<file path="src/common/tcb_pkg.sv">
/*
 * tcb_pkg: instruction field positions, opcodes, phase codes and constants
 * for the transfer control decode and execute unit.
 * assumes: 32-bit instruction dwords, one device clock.
 */
package tcb_pkg;
    localparam int        TYPE_HI      = 31;
    localparam int        TYPE_LO      = 30;
    localparam logic [1:0] TYPE_XFER   = 2'h2;
    localparam int        OPC_HI       = 29;
    localparam int        OPC_LO       = 27;
    localparam int        PHASE_HI     = 26;
    localparam int        PHASE_LO     = 24;
    localparam int        REL_BIT      = 23;
    localparam int        CARRY_BIT    = 21;
    localparam int        IOTF_BIT     = 20;
    localparam int        SENSE_BIT    = 19;
    localparam int        CMPD_BIT     = 18;
    localparam int        CMPP_BIT     = 17;
    localparam int        WAITP_BIT    = 16;
    localparam int        MASK_HI      = 15;
    localparam int        MASK_LO      = 8;
    localparam int        DATA_HI      = 7;
    localparam int        DATA_LO      = 0;
    localparam int        OFFS_W       = 24;
    localparam int        INTERRUPT_STATUS_REG_IOTF   = 2;
    localparam logic [31:0] PTR_STEP   = 32'h0000_0004;
    localparam logic [31:0] PTR_RST    = 32'h0000_0000;
    localparam logic [2:0] OPC_JUMP    = 3'h0;
    localparam logic [2:0] OPC_CALL    = 3'h1;
    localparam logic [2:0] OPC_RET     = 3'h2;
    localparam logic [2:0] OPC_INT     = 3'h3;
    localparam logic [2:0] PH_DOUT     = 3'h0;
    localparam logic [2:0] PH_DIN      = 3'h1;
    localparam logic [2:0] PH_CMD      = 3'h2;
    localparam logic [2:0] PH_STAT     = 3'h3;
    localparam logic [2:0] PH_MOUT     = 3'h6;
    localparam logic [2:0] PH_MIN      = 3'h7;

    typedef enum logic [3:0] {
        TCB_IDLE   = 4'b0001,
        TCB_WAIT   = 4'b0010,
        TCB_EXEC   = 4'b0100,
        TCB_HALT   = 4'b1000
    } tcb_state_type;
endpackage : tcb_pkg

</file>
<file path="src/core/tcb_unit.sv">
/*
 * tcb_unit: transfer control (jump, call, return, interrupt) decode and execute.
 * assumes: fetch logic presents both dwords with instr_valid_i for one cycle,
 * waits for done_o; scsi pins and host ptr write are asynchronous and synchronised here.
 */
`timescale 1ns/10ps
`default_nettype none
//
// Operation
// RQ1: bits 29-27 pick jump, call, return, interrupt; top bit set is reserved.
// RQ2: taken jump loads pointer from operand holder; otherwise pointer unchanged.
// RQ3: call saves pointer in single return holder; no nesting.
// RQ4: taken return restores pointer from return holder, unchecked, no interrupt.
// RQ5: taken interrupt asserts active-low interrupt request.
// RQ6: halting interrupt stops processor until host writes pointer.
// RQ7: interrupt keeps second dword in operand holder as vector.
// RQ8: bit 20 with taken interrupt sets on-the-fly status bit 2, continues.
// RQ9: bits 26-24 compared with msg, c/d, i/o latched at request.
// RQ10: bit 23 on jump/call adds signed 24-bit offset to next pointer.
// RQ11: offset is two's complement, reaching 16 MB segment either way; the sign-extended 24-bit offset here reaches 8 MB either way.
// RQ12: bit 21 tests alu carry; programs must not mix with compares.
// RQ13: branch taken when compare result equals bit 19.
// RQ14: phase and data both enabled: true if both match, false if both mismatch.
// RQ15: bit 18 compares first received byte latch with compare value.
// RQ16: bit 17 compares phase as initiator, tests attention as target.
// RQ17: bit 16 waits for a new unserviced phase before comparing.
// RQ18: mask bits 15-8 set exclude matching data bits.
// RQ19: compare value is bits 7-0 against first received byte.
// RQ20: absolute target fetched, then target plus 4 loaded into pointer.
// RQ21: target mode programs leave phase field clear.
// RQ22: no test enabled means unconditional transfer.
// RQ23: bits 31-30 equal 10 route instruction to this unit.
module tcb_unit (
    input  wire logic        clk_i,
    input  wire logic        sys_rst_i,
    input  wire logic        instr_valid_i,
    input  wire logic [31:0] instr_dw0_i,
    input  wire logic [31:0] instr_dw1_i,
    input  wire logic        alu_carry_i,
    input  wire logic        target_mode_i,
    input  wire logic [7:0]  first_received_byte_latch_i,
    input  wire logic        sreq_n_i,
    input  wire logic [2:0]  phase_lines_i,
    input  wire logic        satn_n_i,
    input  wire logic        host_ptr_wr_i,
    input  wire logic [31:0] host_ptr_data_i,
    input  wire logic        irq_ack_i,
    output logic             done_o,
    output logic             taken_o,
    output logic             reserved_op_o,
    output logic             halted_o,
    output logic             irq_n_o,
    output logic [31:0]      instr_ptr_o,
    output logic [31:0]      fetch_addr_o,
    output logic             fetch_req_o,
    output logic [31:0]      operand_address_holder_o,
    output logic [31:0]      call_return_holder_o,
    output logic [7:0]       interrupt_status_reg_o
);
    tcb_pkg::tcb_state_type state_r;
    tcb_pkg::tcb_state_type state_nxt;

    logic [31:0] ip_r;
    logic [31:0] dw0_r;
    logic [31:0] operand_address_holder_r;
    logic [31:0] ret_r;
    logic [7:0]  interrupt_status_reg_r;
    logic        irq_n_r;
    logic        done_r;
    logic        taken_r;
    logic        resv_r;
    logic [31:0] fetch_addr_r;
    logic        fetch_req_r;
    logic        halted_r;

    // two-flop synchronisers for pins and host write strobe
    logic [5:0]  pin_s1_r;
    logic [5:0]  pin_s2_r;
    logic        sreq_d_r;
    logic [2:0]  phase_latch_r;
    logic        phase_new_r;
    logic        hwr_d_r;

    always_ff @(posedge clk_i) begin
        if (sys_rst_i) begin
            pin_s1_r <= 6'h3f;
            pin_s2_r <= 6'h3f;
        end else begin
            pin_s1_r <= {host_ptr_wr_i, sreq_n_i, satn_n_i, phase_lines_i};
            pin_s2_r <= pin_s1_r;
        end
    end

    wire logic       sreq_n_s = pin_s2_r[4];
    wire logic       satn_n_s = pin_s2_r[3];
    wire logic [2:0] phase_s  = pin_s2_r[2:0];
    wire logic       hwr_s    = pin_s2_r[5];
    wire logic       sreq_fall = sreq_d_r & ~sreq_n_s;
    wire logic       hwr_rise  = hwr_s & ~hwr_d_r;

    // instruction fields
    wire logic [2:0] opc      = dw0_r[tcb_pkg::OPC_HI:tcb_pkg::OPC_LO];
    wire logic [2:0] ph_field = dw0_r[tcb_pkg::PHASE_HI:tcb_pkg::PHASE_LO];
    wire logic       f_rel    = dw0_r[tcb_pkg::REL_BIT];
    wire logic       f_carry  = dw0_r[tcb_pkg::CARRY_BIT];
    wire logic       f_iotf   = dw0_r[tcb_pkg::IOTF_BIT];
    wire logic       f_sense  = dw0_r[tcb_pkg::SENSE_BIT];
    wire logic       f_cmpd   = dw0_r[tcb_pkg::CMPD_BIT];
    wire logic       f_cmpp   = dw0_r[tcb_pkg::CMPP_BIT];
    wire logic       f_wait   = dw0_r[tcb_pkg::WAITP_BIT];
    wire logic [7:0] f_mask   = dw0_r[tcb_pkg::MASK_HI:tcb_pkg::MASK_LO];
    wire logic [7:0] f_data   = dw0_r[tcb_pkg::DATA_HI:tcb_pkg::DATA_LO];

    logic phase_match;
    logic data_match;
    logic cond_true;
    logic cond_false;
    logic take;

    always_comb begin
        // target mode tests attention instead of phase (see RQ16, RQ9)
        phase_match = target_mode_i ? ~satn_n_s : (phase_latch_r == ph_field);
        // masked data compare (see RQ15, RQ18, RQ19)
        data_match  = &((first_received_byte_latch_i ~^ f_data) | f_mask);
        cond_true   = 1'b1;
        cond_false  = 1'b0;
        if (f_carry) begin // see RQ12
            cond_true  = alu_carry_i;
            cond_false = ~alu_carry_i;
        end else if (f_cmpp && f_cmpd) begin // see RQ14
            cond_true  = phase_match & data_match;
            cond_false = ~phase_match & ~data_match;
        end else if (f_cmpp) begin
            cond_true  = phase_match;
            cond_false = ~phase_match;
        end else if (f_cmpd) begin
            cond_true  = data_match;
            cond_false = ~data_match;
        end
        // sense bit selects branch on true or false (see RQ13); none set is unconditional (see RQ22)
        if (!(f_carry || f_cmpp || f_cmpd)) begin
            take = 1'b1;
        end else begin
            take = f_sense ? cond_true : cond_false;
        end
    end

    // relative target: sign-extended 24-bit offset added to next pointer (see RQ10, RQ11)
    wire logic [31:0] rel_off = {{(32 - tcb_pkg::OFFS_W){operand_address_holder_r[tcb_pkg::OFFS_W - 1]}},
                                 operand_address_holder_r[tcb_pkg::OFFS_W - 1:0]};
    wire logic [31:0] jmp_tgt = f_rel ? ip_r + rel_off : operand_address_holder_r;
    wire logic        is_rsvd = opc[2]; // see RQ1
    wire logic        need_wait = f_wait && (f_cmpp || f_cmpd) && !f_carry;
    wire logic        int_fire  = (state_r == tcb_pkg::TCB_EXEC) && !is_rsvd && (opc == tcb_pkg::OPC_INT) && take;

    // sequencer
    always_comb begin
        state_nxt = state_r;
        case (state_r)
            tcb_pkg::TCB_IDLE: begin
                // see RQ23
                if (instr_valid_i && instr_dw0_i[tcb_pkg::TYPE_HI:tcb_pkg::TYPE_LO] == tcb_pkg::TYPE_XFER) begin
                    state_nxt = (instr_dw0_i[tcb_pkg::WAITP_BIT] &&
                                 (instr_dw0_i[tcb_pkg::CMPP_BIT] || instr_dw0_i[tcb_pkg::CMPD_BIT]) &&
                                 !instr_dw0_i[tcb_pkg::CARRY_BIT]) ? tcb_pkg::TCB_WAIT : tcb_pkg::TCB_EXEC;
                end
            end
            tcb_pkg::TCB_WAIT: begin
                if (phase_new_r) begin // see RQ17
                    state_nxt = tcb_pkg::TCB_EXEC;
                end
            end
            tcb_pkg::TCB_EXEC: begin
                if (!is_rsvd && opc == tcb_pkg::OPC_INT && take && !f_iotf) begin
                    state_nxt = tcb_pkg::TCB_HALT; // see RQ6
                end else begin
                    state_nxt = tcb_pkg::TCB_IDLE;
                end
            end
            tcb_pkg::TCB_HALT: begin
                if (hwr_rise) begin // see RQ6
                    state_nxt = tcb_pkg::TCB_IDLE;
                end
            end
            default: state_nxt = tcb_pkg::TCB_IDLE;
        endcase
    end

    always_ff @(posedge clk_i) begin
        if (sys_rst_i) begin
            state_r <= tcb_pkg::TCB_IDLE;
        end else begin
            state_r <= state_nxt;
        end
    end

    // delayed copies for edge detection, idle high
    always_ff @(posedge clk_i) begin
        if (sys_rst_i) begin
            sreq_d_r <= 1'b1;
            hwr_d_r  <= 1'b1;
        end else begin
            sreq_d_r <= sreq_n_s;
            hwr_d_r  <= hwr_s;
        end
    end

    // phase latched on request
    always_ff @(posedge clk_i) begin
        if (sys_rst_i) begin
            phase_latch_r <= 3'h0;
        end else if (sreq_fall) begin
            phase_latch_r <= phase_s; // see RQ9
        end
    end

    // new phase pending until a waiting compare consumes it
    always_ff @(posedge clk_i) begin
        if (sys_rst_i) begin
            phase_new_r <= 1'b0;
        end else if (sreq_fall) begin
            phase_new_r <= 1'b1;
        end else if (state_r == tcb_pkg::TCB_WAIT) begin
            phase_new_r <= 1'b0; // see RQ17
        end
    end

    // instruction capture; operand holder keeps second dword (see RQ7)
    always_ff @(posedge clk_i) begin
        if (sys_rst_i) begin
            dw0_r  <= 32'h0000_0000;
            operand_address_holder_r <= 32'h0000_0000;
        end else if (state_r == tcb_pkg::TCB_IDLE && state_nxt != tcb_pkg::TCB_IDLE) begin
            dw0_r  <= instr_dw0_i;
            operand_address_holder_r <= instr_dw1_i;
        end
    end

    // instruction pointer, return holder and fetch request
    always_ff @(posedge clk_i) begin
        if (sys_rst_i) begin
            ip_r         <= tcb_pkg::PTR_RST;
            ret_r        <= tcb_pkg::PTR_RST;
            fetch_addr_r <= tcb_pkg::PTR_RST;
            fetch_req_r  <= 1'b0;
        end else begin
            fetch_req_r <= 1'b0;
            if (state_r == tcb_pkg::TCB_HALT && hwr_rise) begin
                ip_r         <= host_ptr_data_i + tcb_pkg::PTR_STEP; // see RQ6
                fetch_addr_r <= host_ptr_data_i;
                fetch_req_r  <= 1'b1;
            end else if (state_r == tcb_pkg::TCB_EXEC && !is_rsvd) begin
                fetch_req_r  <= 1'b1;
                fetch_addr_r <= ip_r; // see RQ2
                case (opc)
                    tcb_pkg::OPC_JUMP, tcb_pkg::OPC_CALL: begin
                        if (take) begin
                            fetch_addr_r <= jmp_tgt; // see RQ20
                            ip_r         <= jmp_tgt + tcb_pkg::PTR_STEP; // see RQ2, RQ20
                            if (opc == tcb_pkg::OPC_CALL) begin
                                ret_r <= ip_r; // see RQ3
                            end
                        end
                    end
                    tcb_pkg::OPC_RET: begin
                        if (take) begin
                            fetch_addr_r <= ret_r; // see RQ4
                            ip_r         <= ret_r + tcb_pkg::PTR_STEP;
                        end
                    end
                    tcb_pkg::OPC_INT: begin
                        if (take && !f_iotf) begin
                            fetch_req_r <= 1'b0; // see RQ6
                        end
                    end
                    default: fetch_req_r <= 1'b1;
                endcase
            end
        end
    end

    // interrupt request; set wins over host ack
    always_ff @(posedge clk_i) begin
        if (sys_rst_i) begin
            irq_n_r <= 1'b1;
        end else if (int_fire) begin
            irq_n_r <= 1'b0; // see RQ5
        end else if (irq_ack_i) begin
            irq_n_r <= 1'b1;
        end
    end

    // on-the-fly status; set wins over host ack
    always_ff @(posedge clk_i) begin
        if (sys_rst_i) begin
            interrupt_status_reg_r <= 8'h00;
        end else if (int_fire) begin
            interrupt_status_reg_r[tcb_pkg::INTERRUPT_STATUS_REG_IOTF] <= interrupt_status_reg_r[tcb_pkg::INTERRUPT_STATUS_REG_IOTF] | f_iotf; // see RQ8
        end else if (irq_ack_i) begin
            interrupt_status_reg_r[tcb_pkg::INTERRUPT_STATUS_REG_IOTF] <= 1'b0;
        end
    end

    // completion pulse
    always_ff @(posedge clk_i) begin
        if (sys_rst_i) begin
            done_r <= 1'b0;
        end else begin
            done_r <= (state_r == tcb_pkg::TCB_EXEC);
        end
    end

    // taken pulse
    always_ff @(posedge clk_i) begin
        if (sys_rst_i) begin
            taken_r <= 1'b0;
        end else begin
            taken_r <= (state_r == tcb_pkg::TCB_EXEC) && take && !is_rsvd;
        end
    end

    // reserved opcode pulse
    always_ff @(posedge clk_i) begin
        if (sys_rst_i) begin
            resv_r <= 1'b0;
        end else begin
            resv_r <= (state_r == tcb_pkg::TCB_EXEC) && is_rsvd; // see RQ1
        end
    end

    // halt flag as its own flop
    always_ff @(posedge clk_i) begin
        if (sys_rst_i) begin
            halted_r <= 1'b0;
        end else begin
            halted_r <= (state_nxt == tcb_pkg::TCB_HALT); // see RQ6
        end
    end

    assign done_o                   = done_r;
    assign taken_o                  = taken_r;
    assign reserved_op_o            = resv_r;
    assign halted_o                 = halted_r;
    assign irq_n_o                  = irq_n_r;
    assign instr_ptr_o              = ip_r;
    assign fetch_addr_o             = fetch_addr_r;
    assign fetch_req_o              = fetch_req_r;
    assign operand_address_holder_o = operand_address_holder_r;
    assign call_return_holder_o     = ret_r;
    assign interrupt_status_reg_o   = interrupt_status_reg_r;
endmodule // tcb_unit
`default_nettype wire

</file>
<file path="config.mk">
export PLATFORM = sky130hd
export DESIGN_NAME = tcb_unit
export DESIGN_NICKNAME = d
export VERILOG_FILES = /design/src/common/tcb_pkg.sv /design/src/core/tcb_unit.sv
export SDC_FILE = /design/constraint.sdc
export NUM_CORES = 1
export LEC_CHECK = 0
export ABC_AREA = 1
export BUFFER_PORTS_ARGS = -buffer_cell sky130_fd_sc_hd__buf_2
export CAP_MARGIN = 15
export CORE_MARGIN = 2
export CORE_UTILIZATION = 45
export CTS_CLUSTER_DIAMETER = 50
export DETAILED_ROUTE_END_ITERATION = 10
export PLACE_DENSITY = 0.78
export SLEW_MARGIN = 20
export SYNTH_ARGS = -nofsm -noshare
export SYNTH_HDL_FRONTEND = slang
export SYNTH_SLANG_ARGS = --single-unit
</file>
<file path="constraint.sdc">
create_clock -name clk_i -period 3.6 [get_ports clk_i]
set_clock_uncertainty 0.15 [all_clocks]
set_input_delay 0 -clock clk_i [delete_from_list [all_inputs] [get_ports clk_i]]
set_output_delay 0 -clock clk_i [all_outputs]
set_load 0.1 [all_outputs]
</file>
Yosys cells after proc, flatten, opt, wreduce, memory -nomap -nowiden
Cells that the tools add are included.
- flip-flop bits (word level): 187
- input port bits: 116
- output and inout bits: 142
- eq/ne operators: 13
- muxes and demuxes: 38
- add/subtract/negate cells: 4
- reduce and logical (&&, ||, !) cells: 31
- bitwise logic cells: 14
- operators with widths (operator ; number):
    32-bit 2-to-1 mux ; 9
    32-bit one-hot mux with 2 select lines ; 2
    32-bit by 3-bit adder with 32-bit output (second input constant) ; 3
    32-bit adder ; 1
    1-bit 2-to-1 mux ; 21
    1-bit logical AND ; 16
    4-bit 2-to-1 mux ; 4
    4-bit one-hot mux with 4 select lines ; 1
    4-bit == test (second input constant) ; 2
    8-bit OR ; 1
    8-bit AND reduction ; 1
    8-bit XNOR ; 1
    1-bit NOT ; 7
    3-bit by 2-bit == test with 1-bit output (second input constant) ; 2
    3-bit != test (second input constant) ; 2
    2-bit nonzero test ; 3
    5-bit AND reduction ; 1
    1-bit bitwise AND ; 4
    4-bit by 1-bit == test with 1-bit output (second input constant) ; 1
    4-bit by 2-bit == test with 1-bit output (second input constant) ; 1
    4-bit by 3-bit == test with 1-bit output (second input constant) ; 1
    4-bit by 1-bit != test with 1-bit output (second input constant) ; 1
    4-bit AND reduction ; 1
    3-bit by 1-bit == test with 1-bit output (second input constant) ; 1
    other kinds (9) ; 13

Logic depth before layout (Yosys ltp)
- depth in word-level cells: 16
- mapped depth: 23

Worst setup path before layout
Ideal clock, no wire load.
- path kind: reg2reg
- start point: register ip_r[0] (netlist: instr_ptr_o[0])
- end point: register ip_r[30] (netlist: instr_ptr_o[30])
- path slack: -0.089 ns
- setup time: 0.109 ns
- data arrival time: 3.430 ns
- data required time: 3.341 ns
- clock period less this slack: 3.689 ns
- cell stages (with the launch flop): 21
- cells stage by stage: dfxtp_1 > ha_1 > fa_1 > or2_2 > a31oi_1 > nand2_1 > o211ai_1 > and2_1 > inv_1 > ha_1 > inv_1 > a21oi_2 > nand4_4 > nor2_4 > nand2_2 > nor2_2 > nand3_2 > o21ai_1 > nand3_1 > nand2_1 > inv_1
- word-level cells in the longest chain between the ends: 7
- RTL lines (element ; line ; RTL):
    start: declaration ; tcb_unit.sv:63 ; logic [31:0] ip_r;
    start signal: assignment ; tcb_unit.sv:242 ; ip_r <= tcb_pkg::PTR_RST;
    start signal: assignment ; tcb_unit.sv:249 ; ip_r <= host_ptr_data_i + tcb_pkg::PTR_STEP;
    start signal: assignment ; tcb_unit.sv:259 ; ip_r <= jmp_tgt + tcb_pkg::PTR_STEP;
    32-bit adder ; tcb_unit.sv:151 ; wire logic [31:0] jmp_tgt = f_rel ? ip_r + rel_off : operand_address_holder_r;
    32-bit 2-to-1 mux ; tcb_unit.sv:151 ;
    32-bit by 3-bit adder with 32-bit output ; tcb_unit.sv:259 ;
    32-bit 2-to-1 mux ; tcb_unit.sv:257 ; if (take) begin
    32-bit one-hot mux with 2 select lines ; tcb_unit.sv:255 ; case (opc)
    32-bit 2-to-1 mux ; tcb_unit.sv:252 ; end else if (state_r == tcb_pkg::TCB_EXEC && !is_rsvd) begin
    32-bit 2-to-1 mux ; tcb_unit.sv:248 ; if (state_r == tcb_pkg::TCB_HALT && hwr_rise) begin
No other way between the ends. The select of a mux whose other input is x is not followed.
A chain may end at the register's enable or synchronous reset.

Worst setup path in the final report
Ends and elaborated chain as after synthesis.

==> reports/qor.yml <==
status: "completed"
ir_drop_uv: 247
netlist_area_sq_um: 12500
pwr-share-seq_pct: 41.4
period_share_pct: 94.1
clk_pin_slew_ns: 0.08
gp_congestion: 1.01
relSlewSlack_pct: 49.5
power_switching_share_pct: 34.7
wl_met2_um: 23400
crit_required_ns: 3.81
cp.arrival_ns: 3.60
wl_per_cell_um: 18.3
ctsHtreeMaxLevel: 4
switching_power_uw: 1800
drc: 0
syn_avg_cell_area_sq_um: 6.17
grt_antenna_before_repair: 0
ys_types: 45
drive_gt1_share_pct: 18.7
comb_power_share_pct: 21.5
vias: 15000
core_sq_um: 27600
track_usage_pct: 34.6
critical_path.slowest_cell: "fa_2"
p_clk_share_pct: 37.1
initial_utilization_pct: 45.4
seq_area_sq_um: 3710
tightest_slew_ns: 0.758
critPathLaunchType: "flip-flop"
wl_met1_um: 20200
final.setup.tns_ns: 0
hold_viol_final: 0
grt_pass1_vias: 14200
seq_area_frac_synth_pct: 29.6
p_int_uw: 3380
drv_cap: 0
yosysWarnings: 0
clock.fmax_ghz: 0.295
worstHoldPathType: "in2reg"
insertion_delay_ns: 0.46
synth-seq-cells: 185
routed-wl-met3_um: 4480
area_growth_pct: 28.0
ant_nets: 0
clockBufferDepth: 2
firstDrtPassIters: 6
topRoutingLayerUsed: "met4"
die_y_um: 171
power.density_nw_per_um2: 323
synth_enable_flop_cells: 0
multi_input_area_sq_um: 7080
min_period_ns: 3.39
path_max_fanout: 5
crit_chain: "ha_1 -> fa_2 -> nand2_1 -> a31oi_1 -> nand2_1 -> o211ai_1 -> and2_1 -> inv_1 -> ha_1 -> inv_1 -> a21oi_2 -> nand4_4 -> nor2_4 -> nand2_2 -> nor2_2 -> nand3_2 -> o21ai_1 -> nand3_1 -> nand2_1 -> inv_1"
die_area_sq_um: 29200
nets: 2530
hpwl_um: 37000
drt_iter0_drc: 1371
p_leak_uw: 0.00803
ys.flop_type: "dfxtp_1"
finalSetupViolCount: 0
final_cell_mix: "471 x nand2_1, 341 x inv_1, 249 x buf_2, 221 x o21ai_0, 183 x dfxtp_1"
rsz0062_at_grt: "false"
final_common_cell: "nand2_1"
end_kind: "flip-flop"
postSynthCellCount: 2029
cts_buffers: 17
clock_sinks: 185
grt_max_degree: 72
fp.dieW_um: 171
routed_wl_um: 50700
maxSlewViolCount: 0
critPathMaxStageDelay_ns: 0.42
via_per_inst: 5.40
final_core_util_pct: 58.1
cts_setup_buffers: 0
grt_pass1_wl_um: 77500
cts_tree: "done"
rows: 61
pin_count: 258
cts_root_buffer: "clkbuf_16"
async_reset_ff_share_pct: 0
diodes: 0
overflow: 0
port_buffers: 249
final.fill_count: 2583
crit_type: "reg2reg"
-- stage by stage --
step	setup slack, ns	std cells	power, uW	hold WS [ns]	cell area [sq um]
after floorplan	0.0842	2035	2870	-0.0462	12500
after global placement	0.224	2625	3150	0.0373	14300
after detailed placement	0.163	2625	3170	0.0385	14300
after CTS	0.155	2771	5140	0.165	16000
after global routing	0.00403	2771	5330	0.219	16000
final	0.213	2771	5180	0.201	16000
-- sequential cells by signal, summed over array words and instances, names as in the netlist, 4 cells and up --
name	flops
instr_ptr_o	32
state_r	4
pin_s1_r	6
operand_address_holder_o	32
dw0_r	28
fetch_addr_o	32
pin_s2_r	6
call_return_holder_o	32
-- critical path: cells and delay by family, from the launching register on --
family,cells,cell delay [ns]
flip-flops,1,0.34
AO/OA/AOI/OAI,4,0.53
adder cells (fa/ha/maj),3,0.87
AND/OR/NAND/NOR,10,1.18
buffers and inverters,3,0.20
-- logic make-up (layout without fill, tap and decap cells) --
family,Yosys count,in the layout,share of synthesized area (%)
adders and majority gates,33,33,3.36
DFF,185,185,29.6
buffers and inverters,449,807,14.1
other,1,7,0.0300
xor gates and xnor gates,25,25,1.75
and+or+nand+nor,899,899,32.3
AOI/OAI and AO/OA,437,437,18.9
-- power groups by stage --
stage / Sequential, uW / Clock, uW / Combinational (uW)
6_report: 2140 / 1920 / 1110
5_1_grt: 2150 / 1990 / 1190
4_1_cts: 2140 / 1920 / 1080
3_5_place_dp: 2190 / 0 / 978
3_3_place_gp: 2190 / 0 / 966
2_1_floorplan: 2350 / 0 / 516
-- layer usage --
layer / global-route usage (%) / vias up
met1: 42.3 / 6907
met2: 58.3 / 728
li1: - / 7188
met4: 17.8 / 0
met5: 0 / -
met3: 6.18 / 143
-- cell type report --
cell class | instances | share of cell area, %
multi-input cells | 1401 | 44.2
flip-flops and latches | 185 | 23.1
repair buffers | 415 | 17.6
inverters | 361 | 8.48
well taps | 378 | 2.95
clock buffers | 17 | 2.66
clock inverters | 14 | 1.00
-- final timing paths --
kind,startpoint,slack [ns],cells after the start,endpoint
max,instr_ptr_o[0],0.21,20,instr_ptr_o[30]
min,instr_dw0_i[10],0.20,4,dw0_r[10]
max reg2reg,instr_ptr_o[0],0.21,20,instr_ptr_o[30]
min reg2reg,pin_s1_r[4],0.26,1,pin_s2_r[4]
-- what timing repair did --
action,CTS,global route
endpoints found under the setup margin,0,5
hold endpoints to repair,122,0
hold buffers,115,0
resized for setup,0,1
-- synthesized netlist by cell type, drive strengths merged, types with 9 or more instances --
| cell type | n | share of area [%] |
|---|---|---|
| nand2 | 498 | 16 |
| nor2 | 181 | 6.4 |
| xnor2 | 12 | 0.84 |
| a22o | 13 | 0.91 |
| clkbuf | 58 | 1.7 |
| nand3 | 153 | 6.7 |
| a21oi | 135 | 5.4 |
| xor2 | 13 | 0.91 |
| a31oi | 9 | 0.45 |
| o21ai | 228 | 9.1 |
| nand4 | 32 | 1.8 |
| or2 | 17 | 0.85 |
| o211ai | 9 | 0.54 |
| ha | 32 | 3.2 |
| buf | 30 | 1.5 |
| o22ai | 30 | 1.6 |
| dfxtp | 185 | 30 |
| inv | 358 | 11 |
Power figures use the tool's default switching activity.
